### src/core/port_gpio_pkg.sv
// Purpose: Shared constants for the eight-pin bidirectional port.
// Assumes: APB with 32-bit data, one aligned word per register.
// Notes: Offsets are byte addresses.
package port_gpio_pkg;
  localparam int PORT_WIDTH = 8;
  localparam int ADDR_WIDTH = 12;
  localparam logic [ADDR_WIDTH-1:0] LATCH_OFFSET = 12'h000;
  localparam logic [ADDR_WIDTH-1:0] DIRECTION_OFFSET = 12'h004;
  localparam logic [ADDR_WIDTH-1:0] INHIBIT_OFFSET = 12'h008;
  localparam int INHIBIT_LOW_BIT = 0;
  localparam int INHIBIT_HIGH_BIT = 1;
  localparam logic [PORT_WIDTH-1:0] DIRECTION_RESET = 8'h00;
  localparam logic [1:0] INHIBIT_RESET = 2'h0;
  localparam logic [31:0] UNDEFINED_READ = 32'h0000_0000;
  localparam int HALF_WIDTH = 4;
endpackage : port_gpio_pkg

### src/core/pin_sync_if.sv
// Purpose: Carries synchronised pin levels between the port modules.
// Assumes: Single clock domain.
// Notes: Producer is the synchroniser, consumer the port core.
`timescale 1ns/1ps
`default_nettype none
interface pin_sync_if #(parameter int WIDTH = 8);
  logic [WIDTH-1:0] level;
  modport producer (output level);
  modport consumer (input level);
endinterface : pin_sync_if
`default_nettype wire

### src/core/pin_sync.sv
// Purpose: Two-flop synchroniser for the port pin inputs.
// Assumes: Pins are asynchronous to clk_sys_i.
// Notes: The first stage feeds only the second stage.
`timescale 1ns/1ps
`default_nettype none
module pin_sync #(
  parameter int WIDTH = 8
) (
  input wire logic clk_sys_i,
  input wire logic [WIDTH-1:0] pin_i,
  pin_sync_if.producer sync
);
  logic [WIDTH-1:0] meta_r;
  logic [WIDTH-1:0] stable_r;

  always_ff @(posedge clk_sys_i) begin
    meta_r <= pin_i;
    stable_r <= meta_r;
  end

  assign sync.level = stable_r;
endmodule : pin_sync
`default_nettype wire

### src/core/bidir_port_c_gpio.sv
// Purpose: Eight-pin bidirectional general-purpose port with APB registers.
// Assumes: APB slave, zero wait states; pins sampled through two flops.
// Notes: The data latch has no reset, matching the port behaviour.
//
// Summary of operation
// - Eight pins, each latch and direction bit.
// - Output pin drives its latch bit.
// - Input pin reads sampled pin level.
// - Output pin reads latch, not pin.
// - Latch writes always update every bit; the code ignores a write with pstrb_i[0] low.
// - Reset leaves the latch unchanged.
// - Direction one enables driver, kills pulldown.
// - Direction zero disables driver, pin input.
// - Reset clears all direction bits.
// - Two inhibit bits, upper and lower nibble.
// - Clear inhibit enables pulldown on inputs.
// - Inhibit register is write-only, reads undefined.
// - Reset clears both inhibit bits.
// - Global kill forces every pulldown off.
`timescale 1ns/1ps
`default_nettype none
module bidir_port_c_gpio
  import port_gpio_pkg::*;
#(
  parameter int WIDTH = port_gpio_pkg::PORT_WIDTH
) (
  input wire logic clk_sys_i,
  input wire logic rstn_i,
  input wire logic psel_i,
  input wire logic penable_i,
  input wire logic pwrite_i,
  input wire logic [port_gpio_pkg::ADDR_WIDTH-1:0] paddr_i,
  input wire logic [31:0] pwdata_i,
  input wire logic [3:0] pstrb_i,
  output logic [31:0] prdata_o,
  output logic pready_o,
  output logic pslverr_o,
  input wire logic global_pulldown_kill_i,
  input wire logic [WIDTH-1:0] pin_i,
  output logic [WIDTH-1:0] pin_o,
  output logic [WIDTH-1:0] pin_oe_o,
  output logic [WIDTH-1:0] pulldown_en_o
);
  import port_gpio_pkg::*;

  pin_sync_if #(.WIDTH(WIDTH)) sync_bus ();

  pin_sync #(
    .WIDTH(WIDTH)
  ) u_pin_sync (
    .clk_sys_i(clk_sys_i),
    .pin_i(pin_i),
    .sync(sync_bus.producer)
  );

  // Bus phase as seen at the last edge; the codes change one bit at a time along idle, setup, access.
  typedef enum logic [1:0] {
    PHASE_IDLE = 2'b00,
    PHASE_SETUP = 2'b01,
    PHASE_ACCESS = 2'b11
  } bus_phase_t;

  // Register targeted by the current address.
  typedef enum logic [1:0] {
    SEL_NONE = 2'b00,
    SEL_LATCH = 2'b01,
    SEL_DIRECTION = 2'b10,
    SEL_INHIBIT = 2'b11
  } reg_sel_t;

  logic [WIDTH-1:0] pin_latch_register_r;
  logic [WIDTH-1:0] pin_direction_register_r;
  logic upper_nibble_pulldown_inhibit_r;
  logic lower_nibble_pulldown_inhibit_r;
  logic kill_meta_r;
  logic kill_r;
  bus_phase_t phase_r;
  bus_phase_t phase_nxt;
  reg_sel_t sel;
  logic setup_now;
  logic access;
  logic wr_en;
  logic latch_wr;
  logic direction_wr;
  logic inhibit_wr;
  logic [WIDTH-1:0] group_pull;
  logic [WIDTH-1:0] drive_nxt;
  logic [WIDTH-1:0] pulldown_nxt;
  logic [WIDTH-1:0] readback;
  logic [31:0] read_nxt;

  // Maps a byte address onto one of the three registers.
  function automatic reg_sel_t decode_sel(
    input logic [ADDR_WIDTH-1:0] addr
  );
    reg_sel_t result;
    result = SEL_NONE;
    case (addr)
      LATCH_OFFSET: begin
        result = SEL_LATCH;
      end
      DIRECTION_OFFSET: begin
        result = SEL_DIRECTION;
      end
      INHIBIT_OFFSET: begin
        result = SEL_INHIBIT;
      end
      default: begin
        result = SEL_NONE;
      end
    endcase
    return result;
  endfunction : decode_sel

  // Only byte lane 0 carries port data.
  function automatic logic [WIDTH-1:0] low_lane(
    input logic [31:0] word
  );
    return word[WIDTH-1:0];
  endfunction : low_lane

  // Value put on a pin; zero where the pin is an input.
  function automatic logic [WIDTH-1:0] drive_value(
    input logic [WIDTH-1:0] latch,
    input logic [WIDTH-1:0] dir
  );
    return latch & dir;
  endfunction : drive_value

  // One inhibit bit serves each half of the port.
  function automatic logic [WIDTH-1:0] nibble_pulldown(
    input logic inhibit_hi,
    input logic inhibit_lo
  );
    logic [WIDTH-1:0] result;
    result = '0;
    for (int i = 0; i < WIDTH; i++) begin
      if (i >= HALF_WIDTH) begin
        result[i] = ~inhibit_hi;
      end else begin
        result[i] = ~inhibit_lo;
      end
    end
    return result;
  endfunction : nibble_pulldown

  // Outputs read back their latch, inputs the synchronised pin level.
  function automatic logic [WIDTH-1:0] port_readback(
    input logic [WIDTH-1:0] latch,
    input logic [WIDTH-1:0] dir,
    input logic [WIDTH-1:0] level
  );
    return drive_value(latch, dir) | (level & ~dir);
  endfunction : port_readback

  // Word returned for a read of the selected register.
  function automatic logic [31:0] read_word(
    input reg_sel_t target,
    input logic [WIDTH-1:0] port_bits,
    input logic [WIDTH-1:0] dir_bits
  );
    logic [31:0] result;
    result = 32'h0000_0000;
    case (target)
      SEL_LATCH: begin
        result[WIDTH-1:0] = port_bits;
      end
      SEL_DIRECTION: begin
        result[WIDTH-1:0] = dir_bits;
      end
      SEL_INHIBIT: begin
        result = UNDEFINED_READ;
      end
      default: begin
        result = 32'h0000_0000;
      end
    endcase
    return result;
  endfunction : read_word

  assign sel = decode_sel(paddr_i);
  assign setup_now = psel_i & ~penable_i;
  // A transfer is taken only in the cycle that follows an accepted setup cycle, so a held enable acts once.
  assign access = psel_i & penable_i & (phase_r == PHASE_SETUP);
  assign wr_en = access & pwrite_i & pstrb_i[0];
  assign latch_wr = wr_en & (sel == SEL_LATCH);
  assign direction_wr = wr_en & (sel == SEL_DIRECTION);
  assign inhibit_wr = wr_en & (sel == SEL_INHIBIT);

  always_comb begin
    phase_nxt = PHASE_IDLE;
    case (phase_r)
      PHASE_IDLE: begin
        if (setup_now) begin
          phase_nxt = PHASE_SETUP;
        end
      end
      PHASE_SETUP: begin
        if (psel_i && penable_i) begin
          phase_nxt = PHASE_ACCESS;
        end else if (setup_now) begin
          phase_nxt = PHASE_SETUP;
        end
      end
      PHASE_ACCESS: begin
        if (setup_now) begin
          phase_nxt = PHASE_SETUP;
        end
      end
      default: begin
        phase_nxt = PHASE_IDLE;
      end
    endcase
  end

  always_ff @(posedge clk_sys_i) begin
    if (!rstn_i) begin
      phase_r <= PHASE_IDLE;
    end else begin
      phase_r <= phase_nxt;
    end
  end

  // The kill option is a static strap but still enters through two flops.
  always_ff @(posedge clk_sys_i) begin
    kill_meta_r <= global_pulldown_kill_i;
    kill_r <= kill_meta_r;
  end

  // The latch is written regardless of direction and is never reset.
  always_ff @(posedge clk_sys_i) begin
    if (latch_wr) begin
      pin_latch_register_r <= low_lane(pwdata_i);
    end
  end

  always_ff @(posedge clk_sys_i) begin
    if (!rstn_i) begin
      pin_direction_register_r <= DIRECTION_RESET;
    end else if (direction_wr) begin
      pin_direction_register_r <= low_lane(pwdata_i);
    end
  end

  // The inhibit bits cannot be read back, so software must keep its own copy.
  always_ff @(posedge clk_sys_i) begin
    if (!rstn_i) begin
      upper_nibble_pulldown_inhibit_r <= INHIBIT_RESET[INHIBIT_HIGH_BIT];
    end else if (inhibit_wr) begin
      upper_nibble_pulldown_inhibit_r <= pwdata_i[INHIBIT_HIGH_BIT];
    end
  end

  always_ff @(posedge clk_sys_i) begin
    if (!rstn_i) begin
      lower_nibble_pulldown_inhibit_r <= INHIBIT_RESET[INHIBIT_LOW_BIT];
    end else if (inhibit_wr) begin
      lower_nibble_pulldown_inhibit_r <= pwdata_i[INHIBIT_LOW_BIT];
    end
  end

  assign group_pull = nibble_pulldown(upper_nibble_pulldown_inhibit_r, lower_nibble_pulldown_inhibit_r);

  // A driven pin never pulls down as well.
  always_comb begin
    pulldown_nxt = group_pull & ~pin_direction_register_r;
    if (kill_r) begin
      pulldown_nxt = '0;
    end
  end

  // Reset makes every pin an input with its pulldown on, unless the kill holds them all off.
  always_ff @(posedge clk_sys_i) begin
    if (!rstn_i) begin
      if (kill_r) begin
        pulldown_en_o <= '0;
      end else begin
        pulldown_en_o <= '1;
      end
    end else begin
      pulldown_en_o <= pulldown_nxt;
    end
  end

  // Outputs hold zero where a pin is an input, so a stray enable shows a low.
  assign drive_nxt = drive_value(pin_latch_register_r, pin_direction_register_r);
  assign readback = port_readback(pin_latch_register_r, pin_direction_register_r, sync_bus.level);
  assign read_nxt = read_word(sel, readback, pin_direction_register_r);

  // Pin drive registers follow the control registers one edge later.
  always_ff @(posedge clk_sys_i) begin
    if (!rstn_i) begin
      pin_oe_o <= '0;
    end else begin
      pin_oe_o <= pin_direction_register_r;
    end
  end

  always_ff @(posedge clk_sys_i) begin
    if (!rstn_i) begin
      pin_o <= '0;
    end else begin
      pin_o <= drive_nxt;
    end
  end

  // Zero wait states: pready is registered high for the cycle after an accepted setup cycle.
  always_ff @(posedge clk_sys_i) begin
    if (!rstn_i) begin
      pready_o <= 1'b0;
    end else begin
      pready_o <= (phase_nxt == PHASE_SETUP);
    end
  end

  always_ff @(posedge clk_sys_i) begin
    if (!rstn_i) begin
      pslverr_o <= 1'b0;
    end else begin
      pslverr_o <= (phase_nxt == PHASE_SETUP) && (sel == SEL_NONE);
    end
  end

  // Read data stands for the answering cycle and the cycle after it, and reads zero otherwise.
  always_ff @(posedge clk_sys_i) begin
    if (!rstn_i) begin
      prdata_o <= 32'h0000_0000;
    end else if (setup_now && !pwrite_i) begin
      prdata_o <= read_nxt;
    end else if (access && !pwrite_i) begin
      prdata_o <= prdata_o;
    end else begin
      prdata_o <= 32'h0000_0000;
    end
  end
endmodule : bidir_port_c_gpio
`default_nettype wire

### config.mk
export PLATFORM = sky130hd
export DESIGN_NAME = bidir_port_c_gpio
export DESIGN_NICKNAME = d
export VERILOG_FILES = /design/src/core/port_gpio_pkg.sv /design/src/core/pin_sync_if.sv /design/src/core/pin_sync.sv /design/src/core/bidir_port_c_gpio.sv
export SDC_FILE = /design/constraint.sdc
export NUM_CORES = 1
export LEC_CHECK = 0
export BUFFER_PORTS_ARGS = -buffer_cell sky130_fd_sc_hd__buf_2
export CORE_MARGIN = 4
export CORE_UTILIZATION = 45
export CTS_CLUSTER_SIZE = 20
export DETAILED_ROUTE_END_ITERATION = 16
export GPL_TIMING_DRIVEN = 0
export PLACE_DENSITY = 0.78
export REMOVE_ABC_BUFFERS = 1
export SLEW_MARGIN = 20
export SYNTH_ARGS = -nofsm -noshare
export SYNTH_HDL_FRONTEND = slang
export SYNTH_SLANG_ARGS = --single-unit
export TNS_END_PERCENT = 30
### constraint.sdc
create_clock -name clk_sys_i -period 4.5 [get_ports clk_sys_i]
set_clock_uncertainty 0.05 [all_clocks]
set_input_delay 0 -clock clk_sys_i [delete_from_list [all_inputs] [get_ports clk_sys_i]]
set_output_delay 0 -clock clk_sys_i [all_outputs]
set_load 0.01 [all_outputs]
After elaboration in Yosys (flattened, before gate mapping)
Index checks and enable logic that the tools add are counted.

word-level totals
  bits in read-only memories = 0
  output and inout bits = 58
  logic and storage cells = 59
  memories kept = 0
  RAM bits = 0
  input bits = 62
  register bits = 72
  latch bits = 0

operators by class
  reductions and logical operators = 9
  muxes and demuxes = 10
  bitwise operators = 16
  multiply operators = 0
  magnitude comparators = 0
  divide/modulo/power cells = 0
  equality and inequality tests = 9
  add/sub/neg operators = 0
  shifts and indexed selects = 0

operator list
  kind                                            count
  two-way mux 8 bit                               5
  AND 8 bit                                       3
  case mux 8 bit (2 select lines)                 1
  == test 12 x 3 -> 1 bit, second input constant  1
  == test 12 x 4 -> 1 bit, second input constant  1
  logical NOT 12 bit                              1
  AND 1 bit                                       8
  inverter 8 bit                                  1
  OR 8 bit                                        1
  == test 2 x 1 -> 1 bit, second input constant   3
  == test 2 bit, second input constant            3
  case mux 2 bit (3 select lines)                 1
  logical AND 1 bit                               4
  logical NOT 2 bit                               2
  case mux 2 bit (2 select lines)                 1
  inverter 1 bit                                  3
  two-way mux 2 bit                               1
  != test 2 bit, second input constant            1
  OR reduction 2 bit                              1
  logical NOT 1 bit                               1
  two-way mux 1 bit                               1

Longest topological paths before layout
Gate-level depths: netlist of run 1.

  depth in word-level cells = 7
  mapped depth = 9
  depth with buffers taken out = 7

By module
From an unflattened synthesis of run 1, not the netlist that was laid out.

unflattened totals
  cell total of the unflattened synthesis = 233
  area total of the unflattened synthesis = 2607.5 sq um

by module, submodules not included
  module             times used  sequential area each (sq um)  area an instance (sq um)  cells each
  bidir_port_c_gpio  1           1201.2                        2287.2                    217
  pin_sync           1           320.3                         320.3                     16

Worst setup path before layout of run 1
Ideal clock, no wire load.

  kind = input port to flip-flop
  start point = input port paddr_i[7] in the netlist's numbering
  end point = register prdata_o[6]
  path buffers = 1
  required time = 4.333 ns
  data arrival time = 1.540 ns
  setup time = 0.117 ns
  stages on the path = 8
  slack = 2.793 ns
  path through = nor4_1 > nand3_1 > or2_2 > ha_1 > clkbuf_1 > a21oi_1 > mux2i_1 > a22o_1

on the way
  word-level cells in the longest chain between the ends = 5
  elaborated cells between the ends (all ways) = 8
  classes of those cells = eq/ne: 4; mux: 3; reduce/logical: 1

ends and longest elaborated chain
  item                                                            RTL line                  RTL
  start, declared                                                 bidir_port_c_gpio.sv:32   input wire logic [port_gpio_pkg::ADDR_WIDTH-1:0] paddr_i,
  == test 12 x 4 -> 1 bit (tied with other cells)                 bidir_port_c_gpio.sv:98   case (addr)
  case mux 2 bit (3 select lines) *                               bidir_port_c_gpio.sv:98
  == test 2 bit / == test 2 x 1 -> 1 bit (equally long branches)  bidir_port_c_gpio.sv:164  case (target)
  case mux 8 bit (2 select lines) *                               bidir_port_c_gpio.sv:164
  two-way mux 8 bit *                                             bidir_port_c_gpio.sv:328  end else if (setup_now && !pwrite_i) begin
  end signal, assigned                                            bidir_port_c_gpio.sv:329  prdata_o <= read_nxt;
  end signal, assigned                                            bidir_port_c_gpio.sv:331  prdata_o <= prdata_o;
  end, declared                                                   bidir_port_c_gpio.sv:35   output logic [31:0] prdata_o,

Every way passes the cells marked *; elsewhere a longest branch is shown, timed or not.
A chain may end at the register's enable or synchronous reset.

Final worst setup path of run 1
  start point = input port paddr_i[7] in the netlist's numbering
  end point = register pin_latch_register_r[6] (enable)

on the way
  word-level cells in the longest chain between the ends = 4
  elaborated cells between the ends (all ways) = 6
  classes of those cells = eq/ne: 3; mux: 1; bitwise: 1; reduce/logical: 1

ends and longest elaborated chain
  item                                             RTL line                  RTL
  == test 12 x 4 -> 1 bit (tied with other cells)  bidir_port_c_gpio.sv:98
  case mux 2 bit (3 select lines) *                bidir_port_c_gpio.sv:98
  == test 2 x 1 -> 1 bit *                         bidir_port_c_gpio.sv:186  assign latch_wr = wr_en & (sel == SEL_LATCH);
  AND 1 bit *                                      bidir_port_c_gpio.sv:186
  via latch_wr                                     bidir_port_c_gpio.sv:83   logic latch_wr;
  end signal, assigned                             bidir_port_c_gpio.sv:233  pin_latch_register_r <= low_lane(pwdata_i);
  end, declared                                    bidir_port_c_gpio.sv:71   logic [WIDTH-1:0] pin_latch_register_r;

The timed path passes the listed nets; every way through them passes the cells marked *.

==> results of run 1 <==
## how the worst max path moves through the flow
| stage | cells after the start | slack (ps) | endpoint |
|---|---|---|---|
| after floorplan | 5 | 2800 | pin_latch_register_r[0] |
| after global placement | 6 | 2300 | pin_latch_register_r[6] |
| after detailed placement | 6 | 2260 | pin_latch_register_r[5] |
| after CTS | 6 | 2630 | pin_latch_register_r[0] |
| after global routing | 6 | 2470 | pin_latch_register_r[0] |
| final | 6 | 2640 | pin_latch_register_r[6] |
## report_power, final
| part | switching (mW) | internal [mW] |
|---|---|---|
| sequential | 0.00381 | 0.662 |
| clock | 0.226 | 0.304 |
| combinational | 0.0328 | 0.0292 |
## per-stage QoR
| step | power (mW) | hold WS, ps | cell area [um2] | util |
|---|---|---|---|---|
| finish | 1.26 | 82.0 | 3270 | 0.594 |
| CTS | 1.27 | 66.6 | 3270 | 0.594 |
| detailed placement | 0.729 | 53.6 | 2860 | 0.520 |
| floorplan | 0.701 | -22.3 | 2430 | - |
| global placement | 0.728 | 54.3 | 2860 | 0.520 |
| global route | 1.31 | 86.6 | 3270 | 0.594 |
## cell usage in the layout (no fill, tap or decap), types with 2 or more instances in the layout
| master | synthesis | layout |
|---|---|---|
| a21oi_1 | 9 | 9 |
| a22o_1 | 8 | 8 |
| and3_1 | 8 | 8 |
| and3_2 | 2 | 2 |
| buf_2 | 3 | 68 |
| clkbuf_8 | 0 | 10 |
| conb_1 | 1 | 24 |
| dfxtp_1 | 64 | 64 |
| dlygate4sd3_1 | 0 | 19 |
| edfxtp_1 | 8 | 8 |
| ha_1 | 6 | 6 |
| inv_1 | 12 | 12 |
| mux2i_1 | 18 | 18 |
| nand2_1 | 27 | 27 |
| nor2_1 | 12 | 12 |
| nor4_1 | 3 | 3 |
| o21a_1 | 8 | 8 |
## repair_timing
item,CTS,global route
hold buffers,19,0
hold endpoints to repair,30,0
setup endpoints to repair,0,0
## per-layer routing
metal  vias up  global-route usage
met1       770               0.173
li1        896                   -
met4         0               0.110
met5         -                   0
met3        17              0.0446
met2        65               0.233
## cell families after synthesis
kind of cell	count (synthesis)
flops	72
buf+inv	44
other cells	1
mux	18
simple gates	62
xor+xnor	1
fa+ha+maj	6
compound gates	25
## critical path, delay by kind of cell
kind,cells,cell delay (ps)
buffers and inverters,1,100
AND/OR/NAND/NOR,4,1150
adder cells (fa/ha/maj),1,600
## cell type report
type,count,share of cell area
Tap cell,72,0.0276
Multi-Input combinational cell,136,0.265
Clock inverter,4,0.0149
Sequential cell,72,0.465
Timing Repair Buffer,87,0.162
Clock buffer,12,0.0509
Inverter,12,0.0138
## sequential cells by signal, summed over array words and instances (netlist names), 2 cells and up
signal	flops
pin_direction_register_r	8
u_pin_sync.sync.level	8
u_pin_sync.meta_r	8
pin_latch_register_r	8
phase_r	2
prdata_o	8
pulldown_en_o	8
pin_o	8
pin_oe_o	8
==> impl_metrics.env, run 1 <==
export IMPL_status="complete, no violations"
export IMPL_yosysTopAreaCellShare=0.500
export IMPL_grtUsageTotal=0.150
export IMPL_timing_final_crit_share=0.414
export IMPL_met1_length_mm=2.01
export IMPL_synthXorXnorAreaFrac=0.00342
export IMPL_ioPinCount=120
export IMPL_required_ps=4480
export IMPL_r2r_end="pin_latch_register_r[6]"
export IMPL_setup_violations=0
export IMPL_core_um2=5510
export IMPL_holdPathStages=3
export IMPL_overflow=0
export IMPL_min_delay_start="pwrite_i"
export IMPL_clkSinkCount=72
export IMPL_path_cells="buf_2 -> nor4_1 -> nand3_1 -> nor2_1 -> ha_1 -> and3_2"
export IMPL_pre_cts_ws_ps=2260
export IMPL_cts_tree="built"
export IMPL_cts_root_buf="clkbuf_8"
export IMPL_drt_wirelength_per_cell_um=12.3
export IMPL_reg2regPathDepth=4
export IMPL_tightest_slew_ps=647
export IMPL_dieArea_um2=6960
export IMPL_synth_cells=229
export IMPL_cp_data_arrival_time_ps=1840
export IMPL_drc_errors=0
export IMPL_drtAntennaViolNets=0
export IMPL_ir_drop_uv=163
export IMPL_multi_input_area_um2=867
export IMPL_num_rows=27
export IMPL_hold_class="input pin to flop"
export IMPL_numPortBuffers=68
export IMPL_yosysSeqAreaShare=0.594
export IMPL_slowest_delay_ps=600
export IMPL_max_cap_violations=0
export IMPL_ys_types=29
export IMPL_rsz0062_at_grt="no"
export IMPL_worstSkewPairLatency_ps=340
export IMPL_fin_nets=386
export IMPL_leakage_nw=1.61
export IMPL_routed_via_density=4.43
export IMPL_ys_warn_count=0
export IMPL_holdPathEnd="prdata_o[6]"
export IMPL_ys_async_sr_fraction=0
export IMPL_synth_ff_type="dfxtp_1"
export IMPL_dr_pass1_iters=4
export IMPL_drive_above_1_share=0.285
export IMPL_antenna_found_initial=0
export IMPL_start_util=0.465
export IMPL_antennaDiodeCount=0
export IMPL_yosys_top_cells_area="dfxtp_1, edfxtp_1, mux2i_1"
export IMPL_htree_num_levels=3
export IMPL_muxShareOfSynthArea=0.0703
export IMPL_synth_top_area_cell="dfxtp_1"
export IMPL_die_width_um=83.4
export IMPL_crit_fanout=17
export IMPL_final_cells=395
export IMPL_synth_top_family_by_area="simple AND/OR/NAND/NOR gates"
export IMPL_finalMaxSlewViolations=0
export IMPL_critical_path_reg2reg_startpoint="phase_r[1]"
export IMPL_dr_max_layer_used="met4"
export IMPL_fin_tns_setup_ps=0
export IMPL_slew_headroom=0.569
export IMPL_synth_edf_count=8
export IMPL_path_clk_slew_ps=70
export IMPL_grt_max_degree=36
export IMPL_first_global_vias=1683
export IMPL_final_hold_violation_count=0
export IMPL_hpwl_mm=3.34
export IMPL_die_height_um=83.4
export IMPL_fin_crit_ps=1860
export IMPL_cp_start_kind="input pin"
export IMPL_syn_cell_area_um2=2560
export IMPL_cp_slowest_cell="ha_1"
export IMPL_drt_iter0_drc=71
export IMPL_fillCellCount=481
export IMPL_powerDensity_nw_per_um2=385
export IMPL_post_synth_top_count_cell="dfxtp_1"
export IMPL_synth_common_cells="dfxtp_1, nand2_1, buf_4, mux2i_1"
export IMPL_area_growth_pct=27.7
export IMPL_worst_slack_ps=2640
export IMPL_reg2reg_slack_ps=2950
export IMPL_place_gp_congestion=0.747
export IMPL_post_cts_resized=0
export IMPL_dp_cells=360
export IMPL_worstSetupPathType="input pin to flop"
export IMPL_synth_compound_area_frac=0.0684
export IMPL_postCtsSetupBuffers=0
export IMPL_numCtsBuffers=9
export IMPL_drt_total_wl_mm=4.85
export IMPL_postSynthAreaPerCell_um2=11.2
export IMPL_ff_latch_area_um2=1520
export IMPL_cp_end_kind="flop"
export IMPL_startpoint="paddr_i[7]"
export IMPL_cts_max_path_buffers=2
export IMPL_wl_met3_um=338
export IMPL_route_met2_wl_mm=2.31
export IMPL_routed_via_count=1748
export IMPL_synth_simple_area_share=0.132
export IMPL_ys_ff_latch=72
export IMPL_max_freq_mhz=536
export IMPL_synth_fa_ha_area_frac=0.0293
export IMPL_grt_pass1_wl_mm=7.99
Note: power is estimated with default switching activity, not from simulation.
==> run 2: changes to the inputs <==
--- a/config.mk
+++ b/config.mk
@@ -5,13 +5,14 @@
 export SDC_FILE = /design/constraint.sdc
 export NUM_CORES = 1
 export LEC_CHECK = 0
+export ABC_AREA = 1
 export BUFFER_PORTS_ARGS = -buffer_cell sky130_fd_sc_hd__buf_2
 export CORE_MARGIN = 4
 export CORE_UTILIZATION = 45
 export CTS_CLUSTER_SIZE = 20
 export DETAILED_ROUTE_END_ITERATION = 16
 export GPL_TIMING_DRIVEN = 0
-export PLACE_DENSITY = 0.78
+export PLACE_DENSITY = 0.77
 export REMOVE_ABC_BUFFERS = 1
 export SLEW_MARGIN = 20
 export SYNTH_ARGS = -nofsm -noshare
==> constraint.sdc (replaced) <==
create_clock -name clk_sys_i -period 1.9 [get_ports clk_sys_i]
set_clock_uncertainty 0.05 [all_clocks]
set_input_delay 0 -clock clk_sys_i [delete_from_list [all_inputs] [get_ports clk_sys_i]]
set_output_delay 0 -clock clk_sys_i [all_outputs]
set_load 0.01 [all_outputs]
==> impl_metrics.env, run 2 <==
export IMPL_status="complete, no violations"
export IMPL_reg2reg_slack_ps=240
export IMPL_area_growth_pct=26.4
export IMPL_p_comb_frac=0.056
export IMPL_slew_headroom=0.598
export IMPL_die_width_um=85.8
export IMPL_ys_async_sr_fraction=0
export IMPL_max_freq_mhz=602
export IMPL_drive_above_1_share=0.228
export IMPL_synth_edf_count=8
export IMPL_rsz0062_at_grt="no"
export IMPL_dr_pass1_iters=4
export IMPL_hold_class="input pin to flop"
export IMPL_grtUsageTotal=0.158
export IMPL_swShare=0.232
export IMPL_crit_fanout=8
export IMPL_reg2regPathDepth=4
export IMPL_cp_slowest_cell="nor3b_4"
export IMPL_synth_cells=319
export IMPL_setup_violations=0
export IMPL_cts_max_path_buffers=2
export IMPL_fin_crit_ps=1660
export IMPL_worstSkewPairLatency_ps=350
export IMPL_critical_path_reg2reg_startpoint="phase_r[1]"
export IMPL_finalMaxSlewViolations=0
export IMPL_yosysTopAreaCellShare=0.470
export IMPL_cts_root_buf="clkbuf_8"
export IMPL_fin_tns_setup_ps=0
export IMPL_postSynthAreaPerCell_um2=8.54
export IMPL_grt_max_degree=20
export IMPL_path_cells="inv_1 -> ha_1 -> nand3_2 -> nor3b_4"
export IMPL_yosys_top_cells_area="dfxtp_1, nand2_1, edfxtp_1"
export IMPL_leakage_nw=1.77
export IMPL_slowest_delay_ps=500
export IMPL_synth_common_cells="nand2_1, dfxtp_1, inv_1, nor2_1, nand3_1"
export IMPL_start_util=0.463
export IMPL_holdPathStages=5
export IMPL_overflow=0
export IMPL_drt_wirelength_per_cell_um=11.3
export IMPL_clock_power_share=0.405
export IMPL_antennaDiodeCount=0
export IMPL_fin_nets=480
export IMPL_ir_drop_uv=586
export IMPL_ys_ff_latch=72
export IMPL_dieArea_um2=7360
export IMPL_numPortBuffers=68
export IMPL_num_rows=28
export IMPL_synth_ff_type="dfxtp_1"
export IMPL_grt_pass1_wl_mm=8.89
export IMPL_layout_common_cells="buf_2, nand2_1, dfxtp_1"
export IMPL_hpwl_mm=3.96
export IMPL_antenna_found_initial=0
export IMPL_routed_via_count=2134
export IMPL_max_cap_violations=0
export IMPL_timing_final_crit_share=0.875
export IMPL_final_common_cell="buf_2"
export IMPL_htree_num_levels=3
export IMPL_routed_via_density=4.34
export IMPL_numCtsBuffers=9
export IMPL_post_synth_top_count_cell="nand2_1"
export IMPL_min_delay_start="psel_i"
export IMPL_switchingPower_mw=0.677
export IMPL_worstSetupPathType="flop to flop"
export IMPL_r2r_end="pin_latch_register_r[4]"
export IMPL_syn_cell_area_um2=2720
export IMPL_postCtsSetupBuffers=0
export IMPL_core_um2=5890
export IMPL_holdPathEnd="phase_r[0]"
export IMPL_yosysSeqAreaShare=0.559
export IMPL_drt_iter0_drc=108
export IMPL_cts_tree="built"
export IMPL_cp_end_kind="flop"
export IMPL_powerDensity_nw_per_um2=849
export IMPL_drt_total_wl_mm=5.57
export IMPL_p_int_mw=2.25
export IMPL_clkSinkCount=72
export IMPL_cp_start_kind="flop"
export IMPL_path_delay_family="simple AND/OR/NAND/NOR gates"
export IMPL_total_power_mw=2.92
export IMPL_cp_data_arrival_time_ps=1600
export IMPL_final_hold_violation_count=0
export IMPL_p_seq_frac=0.539
export IMPL_drtAntennaViolNets=0
export IMPL_die_height_um=85.8
export IMPL_ioPinCount=120
export IMPL_ys_types=23
export IMPL_crit_buf_inv=1
export IMPL_drc_errors=0
export IMPL_first_global_vias=2029
export IMPL_synth_top_area_cell="dfxtp_1"
export IMPL_tightest_slew_ps=597
export IMPL_ys_warn_count=0
export IMPL_required_ps=1830
export IMPL_path_clk_slew_ps=70
export IMPL_place_gp_congestion=0.811
-- run 2: cells by family (layout without fill, tap and decap cells) --
| logic type | after synthesis | after routing | synth area share |
|---|---|---|---|
| buf+inv | 88 | 163 | 0.162 |
| flops | 72 | 72 | 0.559 |
| compound gates | 10 | 10 | 0.0184 |
| simple gates | 141 | 141 | 0.229 |
| other cells | 1 | 24 | 0.00138 |
| xor+xnor | 1 | 1 | 0.00322 |
| fa+ha+maj | 6 | 6 | 0.0276 |
-- run 2: worst register-to-register path, stage by stage, from the launching register on --
cell     delay, ps
dfxtp_1        320
inv_1           60
ha_1           180
nand3_2        190
nor3b_4        510
-- run 2: worst max-delay path by stage --
| stage | from | endpoint | slack, ps | depth (start not counted) |
|---|---|---|---|---|
| after global placement | paddr_i[7] | pin_latch_register_r[6] | -870 | 6 |
| after CTS | paddr_i[7] | pin_latch_register_r[4] | 60 | 6 |
| after floorplan | paddr_i[7] | pin_latch_register_r[0] | -50 | 5 |
| after global routing | phase_r[1] | pin_latch_register_r[4] | 130 | 4 |
| after detailed placement | paddr_i[7] | pin_latch_register_r[4] | -480 | 6 |
| final | phase_r[1] | pin_latch_register_r[4] | 240 | 4 |
-- run 2: routing by layer --
metal	vias to the layer above	track usage	wire [um]
li1	1097	-	-
met1	944	0.172	2210
met2	82	0.278	2730
met3	11	0.0576	533
met4	0	0.0647	88
met5	-	0	0
-- run 2: final cells by class --
cell class,count,area (um2)
inverters,58,218
clock buffers,9,124
repair buffers,89,551
well taps,75,93.8
multi-input cells,182,862
fillers,518,2440
flip-flops and latches,72,1520
clock inverters,7,72.6
-- run 2: stage by stage --
step,setup WS [ps],hold WS (ps),std cells,utilization,cell area (um2)
floorplan,-52.5,-22.3,312,-,2590
global placement,-871,54.3,455,0.513,3020
detailed placement,-485,54.1,455,0.514,3030
CTS,62.2,27.6,492,0.584,3440
global route,131,83.3,492,0.585,3440
finish,238,38.3,492,0.585,3440
-- run 2: timing repair --
action                                  4_1_cts  5_1_grt
gates cloned                                  0        0
hold buffers                                 21        0
endpoints found under the setup margin        8        8
gates resized for setup                       1        1
endpoints found under the hold margin        36        0
-- run 2: power groups by stage --
stage | clock network (mW) | logic (mW) | registers [mW]
2_1_floorplan | 0 | 0.0584 | 1.62
3_3_place_gp | 0 | 0.127 | 1.61
3_5_place_dp | 0 | 0.131 | 1.61
4_1_cts | 1.21 | 0.165 | 1.58
5_1_grt | 1.28 | 0.183 | 1.58
6_report | 1.18 | 0.164 | 1.58
==> run 3: changes to the inputs <==
--- a/config.mk
+++ b/config.mk
@@ -6,13 +6,13 @@
 export NUM_CORES = 1
 export LEC_CHECK = 0
 export ABC_AREA = 1
-export BUFFER_PORTS_ARGS = -buffer_cell sky130_fd_sc_hd__buf_2
+export BUFFER_PORTS_ARGS = -buffer_cell sky130_fd_sc_hd__clkbuf_2
 export CORE_MARGIN = 4
-export CORE_UTILIZATION = 45
+export CORE_UTILIZATION = 30
 export CTS_CLUSTER_SIZE = 20
 export DETAILED_ROUTE_END_ITERATION = 16
 export GPL_TIMING_DRIVEN = 0
-export PLACE_DENSITY = 0.77
+export RECOVER_POWER = 100
 export REMOVE_ABC_BUFFERS = 1
 export SLEW_MARGIN = 20
 export SYNTH_ARGS = -nofsm -noshare
==> impl_metrics.env, run 3 (same netlist as run 2, synthesis figures left out) <==
export IMPL_status="complete, no violations"
export IMPL_numCtsBuffers=9
export IMPL_critical_path_reg2reg_startpoint="phase_r[1]"
export IMPL_p_seq_frac=0.565
export IMPL_leakage_nw=1.61
export IMPL_fin_crit_ps=1680
export IMPL_slowest_delay_ps=330
export IMPL_p_comb_frac=0.057
export IMPL_cp_data_arrival_time_ps=1660
export IMPL_grt_max_degree=20
export IMPL_switchingPower_mw=0.605
export IMPL_grt_pass1_wl_mm=9.54
export IMPL_cp_slowest_cell="nor3b_2"
export IMPL_setup_violations=0
export IMPL_drc_errors=0
export IMPL_swShare=0.217
export IMPL_finalMaxSlewViolations=0
export IMPL_routed_via_count=2063
export IMPL_layout_common_cells="nand2_1, dfxtp_1, inv_1"
export IMPL_cp_end_kind="flop"
export IMPL_overflow=0
export IMPL_grtUsageTotal=0.120
export IMPL_worstSkewPairLatency_ps=340
export IMPL_max_cap_violations=0
export IMPL_dieArea_um2=10700
export IMPL_die_height_um=103
export IMPL_clkSinkCount=72
export IMPL_numPortBuffers=68
export IMPL_drtAntennaViolNets=0
export IMPL_final_cells=526
export IMPL_place_gp_congestion=0.796
export IMPL_start_util=0.311
export IMPL_routed_via_density=3.92
export IMPL_drt_wirelength_per_cell_um=11.2
export IMPL_antennaDiodeCount=0
export IMPL_placed_area_um2=3080
export IMPL_r2r_end="pin_latch_register_r[0]"
export IMPL_powerDensity_nw_per_um2=820
export IMPL_fillCellCount=932
export IMPL_hold_class="input pin to flop"
export IMPL_dp_cells=489
export IMPL_tightest_slew_ps=495
export IMPL_hpwl_mm=4.35
export IMPL_timing_final_crit_share=0.884
export IMPL_first_global_vias=2063
export IMPL_clock_power_share=0.378
export IMPL_hold_slack_ps=45.3
export IMPL_dr_pass1_iters=4
export IMPL_final_hold_violation_count=0
export IMPL_startpoint="phase_r[1]"
export IMPL_final_common_cell="nand2_1"
export IMPL_total_power_mw=2.79
export IMPL_area_growth_pct=25.0
export IMPL_required_ps=1880
export IMPL_fin_tns_setup_ps=0
export IMPL_fin_area_um2=3400
export IMPL_ir_drop_uv=282
export IMPL_die_width_um=103
export IMPL_crit_path_end="pin_latch_register_r[0]"
export IMPL_cts_tree="built"
export IMPL_path_clk_slew_ps=70
export IMPL_p_int_mw=2.19
export IMPL_drt_total_wl_mm=5.88
export IMPL_ff_latch_area_um2=1520
export IMPL_num_rows=34
export IMPL_reg2reg_slack_ps=220
export IMPL_cts_root_buf="clkbuf_8"
export IMPL_multi_input_area_um2=851
export IMPL_rsz0062_at_grt="no"
export IMPL_reg2regPathDepth=5
export IMPL_drive_above_1_share=0.129
export IMPL_core_um2=8760
export IMPL_cts_max_path_buffers=2
export IMPL_worstSetupPathType="flop to flop"
export IMPL_max_freq_mhz=595
export IMPL_ioPinCount=120
export IMPL_htree_num_levels=3
export IMPL_drt_iter0_drc=47
export IMPL_crit_fanout=6
export IMPL_path_cells="inv_1 -> ha_1 -> nand3_2 -> nor3b_2 -> clkbuf_2"
export IMPL_fin_nets=481
export IMPL_antenna_found_initial=0
export IMPL_slew_headroom=0.666
export IMPL_cp_start_kind="flop"
export IMPL_holdPathStages=3
==> run 3: how the worst min path moves through the flow <==
stage / end / slack, ps / start
2_1_floorplan: kill_meta_r / -20 / global_pulldown_kill_i
3_3_place_gp: u_pin_sync.meta_r[1] / 60 / pin_i[1]
3_5_place_dp: u_pin_sync.meta_r[3] / 50 / pin_i[3]
4_1_cts: pin_latch_register_r[7] / 50 / pstrb_i[0]
5_1_grt: pin_latch_register_r[7] / 50 / pstrb_i[0]
6_report: pin_latch_register_r[7] / 50 / pstrb_i[0]
==> run 3: cell type report <==
cell class                      instances  area share
Sequential cell                        72       0.447
Multi-Input combinational cell        182       0.250
Timing Repair Buffer                   90       0.150
Inverter                               58      0.0639
Clock buffer                           16      0.0500
Tap cell                              108      0.0397
==> run 3: critical path: cells and delay by family (launching register included) <==
| family | cells | cell delay, ps |
|---|---|---|
| buf+inv | 2 | 340 |
| flops | 1 | 320 |
| fa+ha+maj | 1 | 170 |
| simple gates | 2 | 490 |
==> run 3: what timing repair did <==
| item | 4_1_cts | 5_1_grt |
|---|---|---|
| resized for setup | 0 | 1 |
| endpoints found under the hold margin | 37 | 0 |
| setup endpoints to repair | 0 | 6 |
| hold buffers | 21 | 0 |
| setup buffers | 0 | 0 |
==> run 3: metrics by stage <==
stage / utilization / worst slack [ps]
2_1_floorplan: - / -52.5
3_3_place_gp: 0.350 / -950
3_5_place_dp: 0.351 / -279
4_1_cts: 0.394 / 81.1
5_1_grt: 0.388 / 83.9
6_report: 0.388 / 220
==> run 3: power groups by stage <==
| stage | sequential [mW] | clock [mW] | combinational, mW |
|---|---|---|---|
| floorplan | 1.62 | 0 | 0.0584 |
| global placement | 1.61 | 0 | 0.128 |
| detailed placement | 1.61 | 0 | 0.130 |
| CTS | 1.58 | 1.10 | 0.164 |
| global route | 1.58 | 1.16 | 0.179 |
| finish | 1.58 | 1.06 | 0.159 |
==> run 3: routing by layer <==
| layer | up-vias | wire length (um) | global-route usage |
|---|---|---|---|
| li1 | 1095 | - | - |
| met1 | 891 | 2480 | 0.133 |
| met2 | 63 | 2830 | 0.206 |
| met3 | 14 | 459 | 0.0456 |
| met4 | 0 | 114 | 0.0508 |
| met5 | - | 0 | 0 |
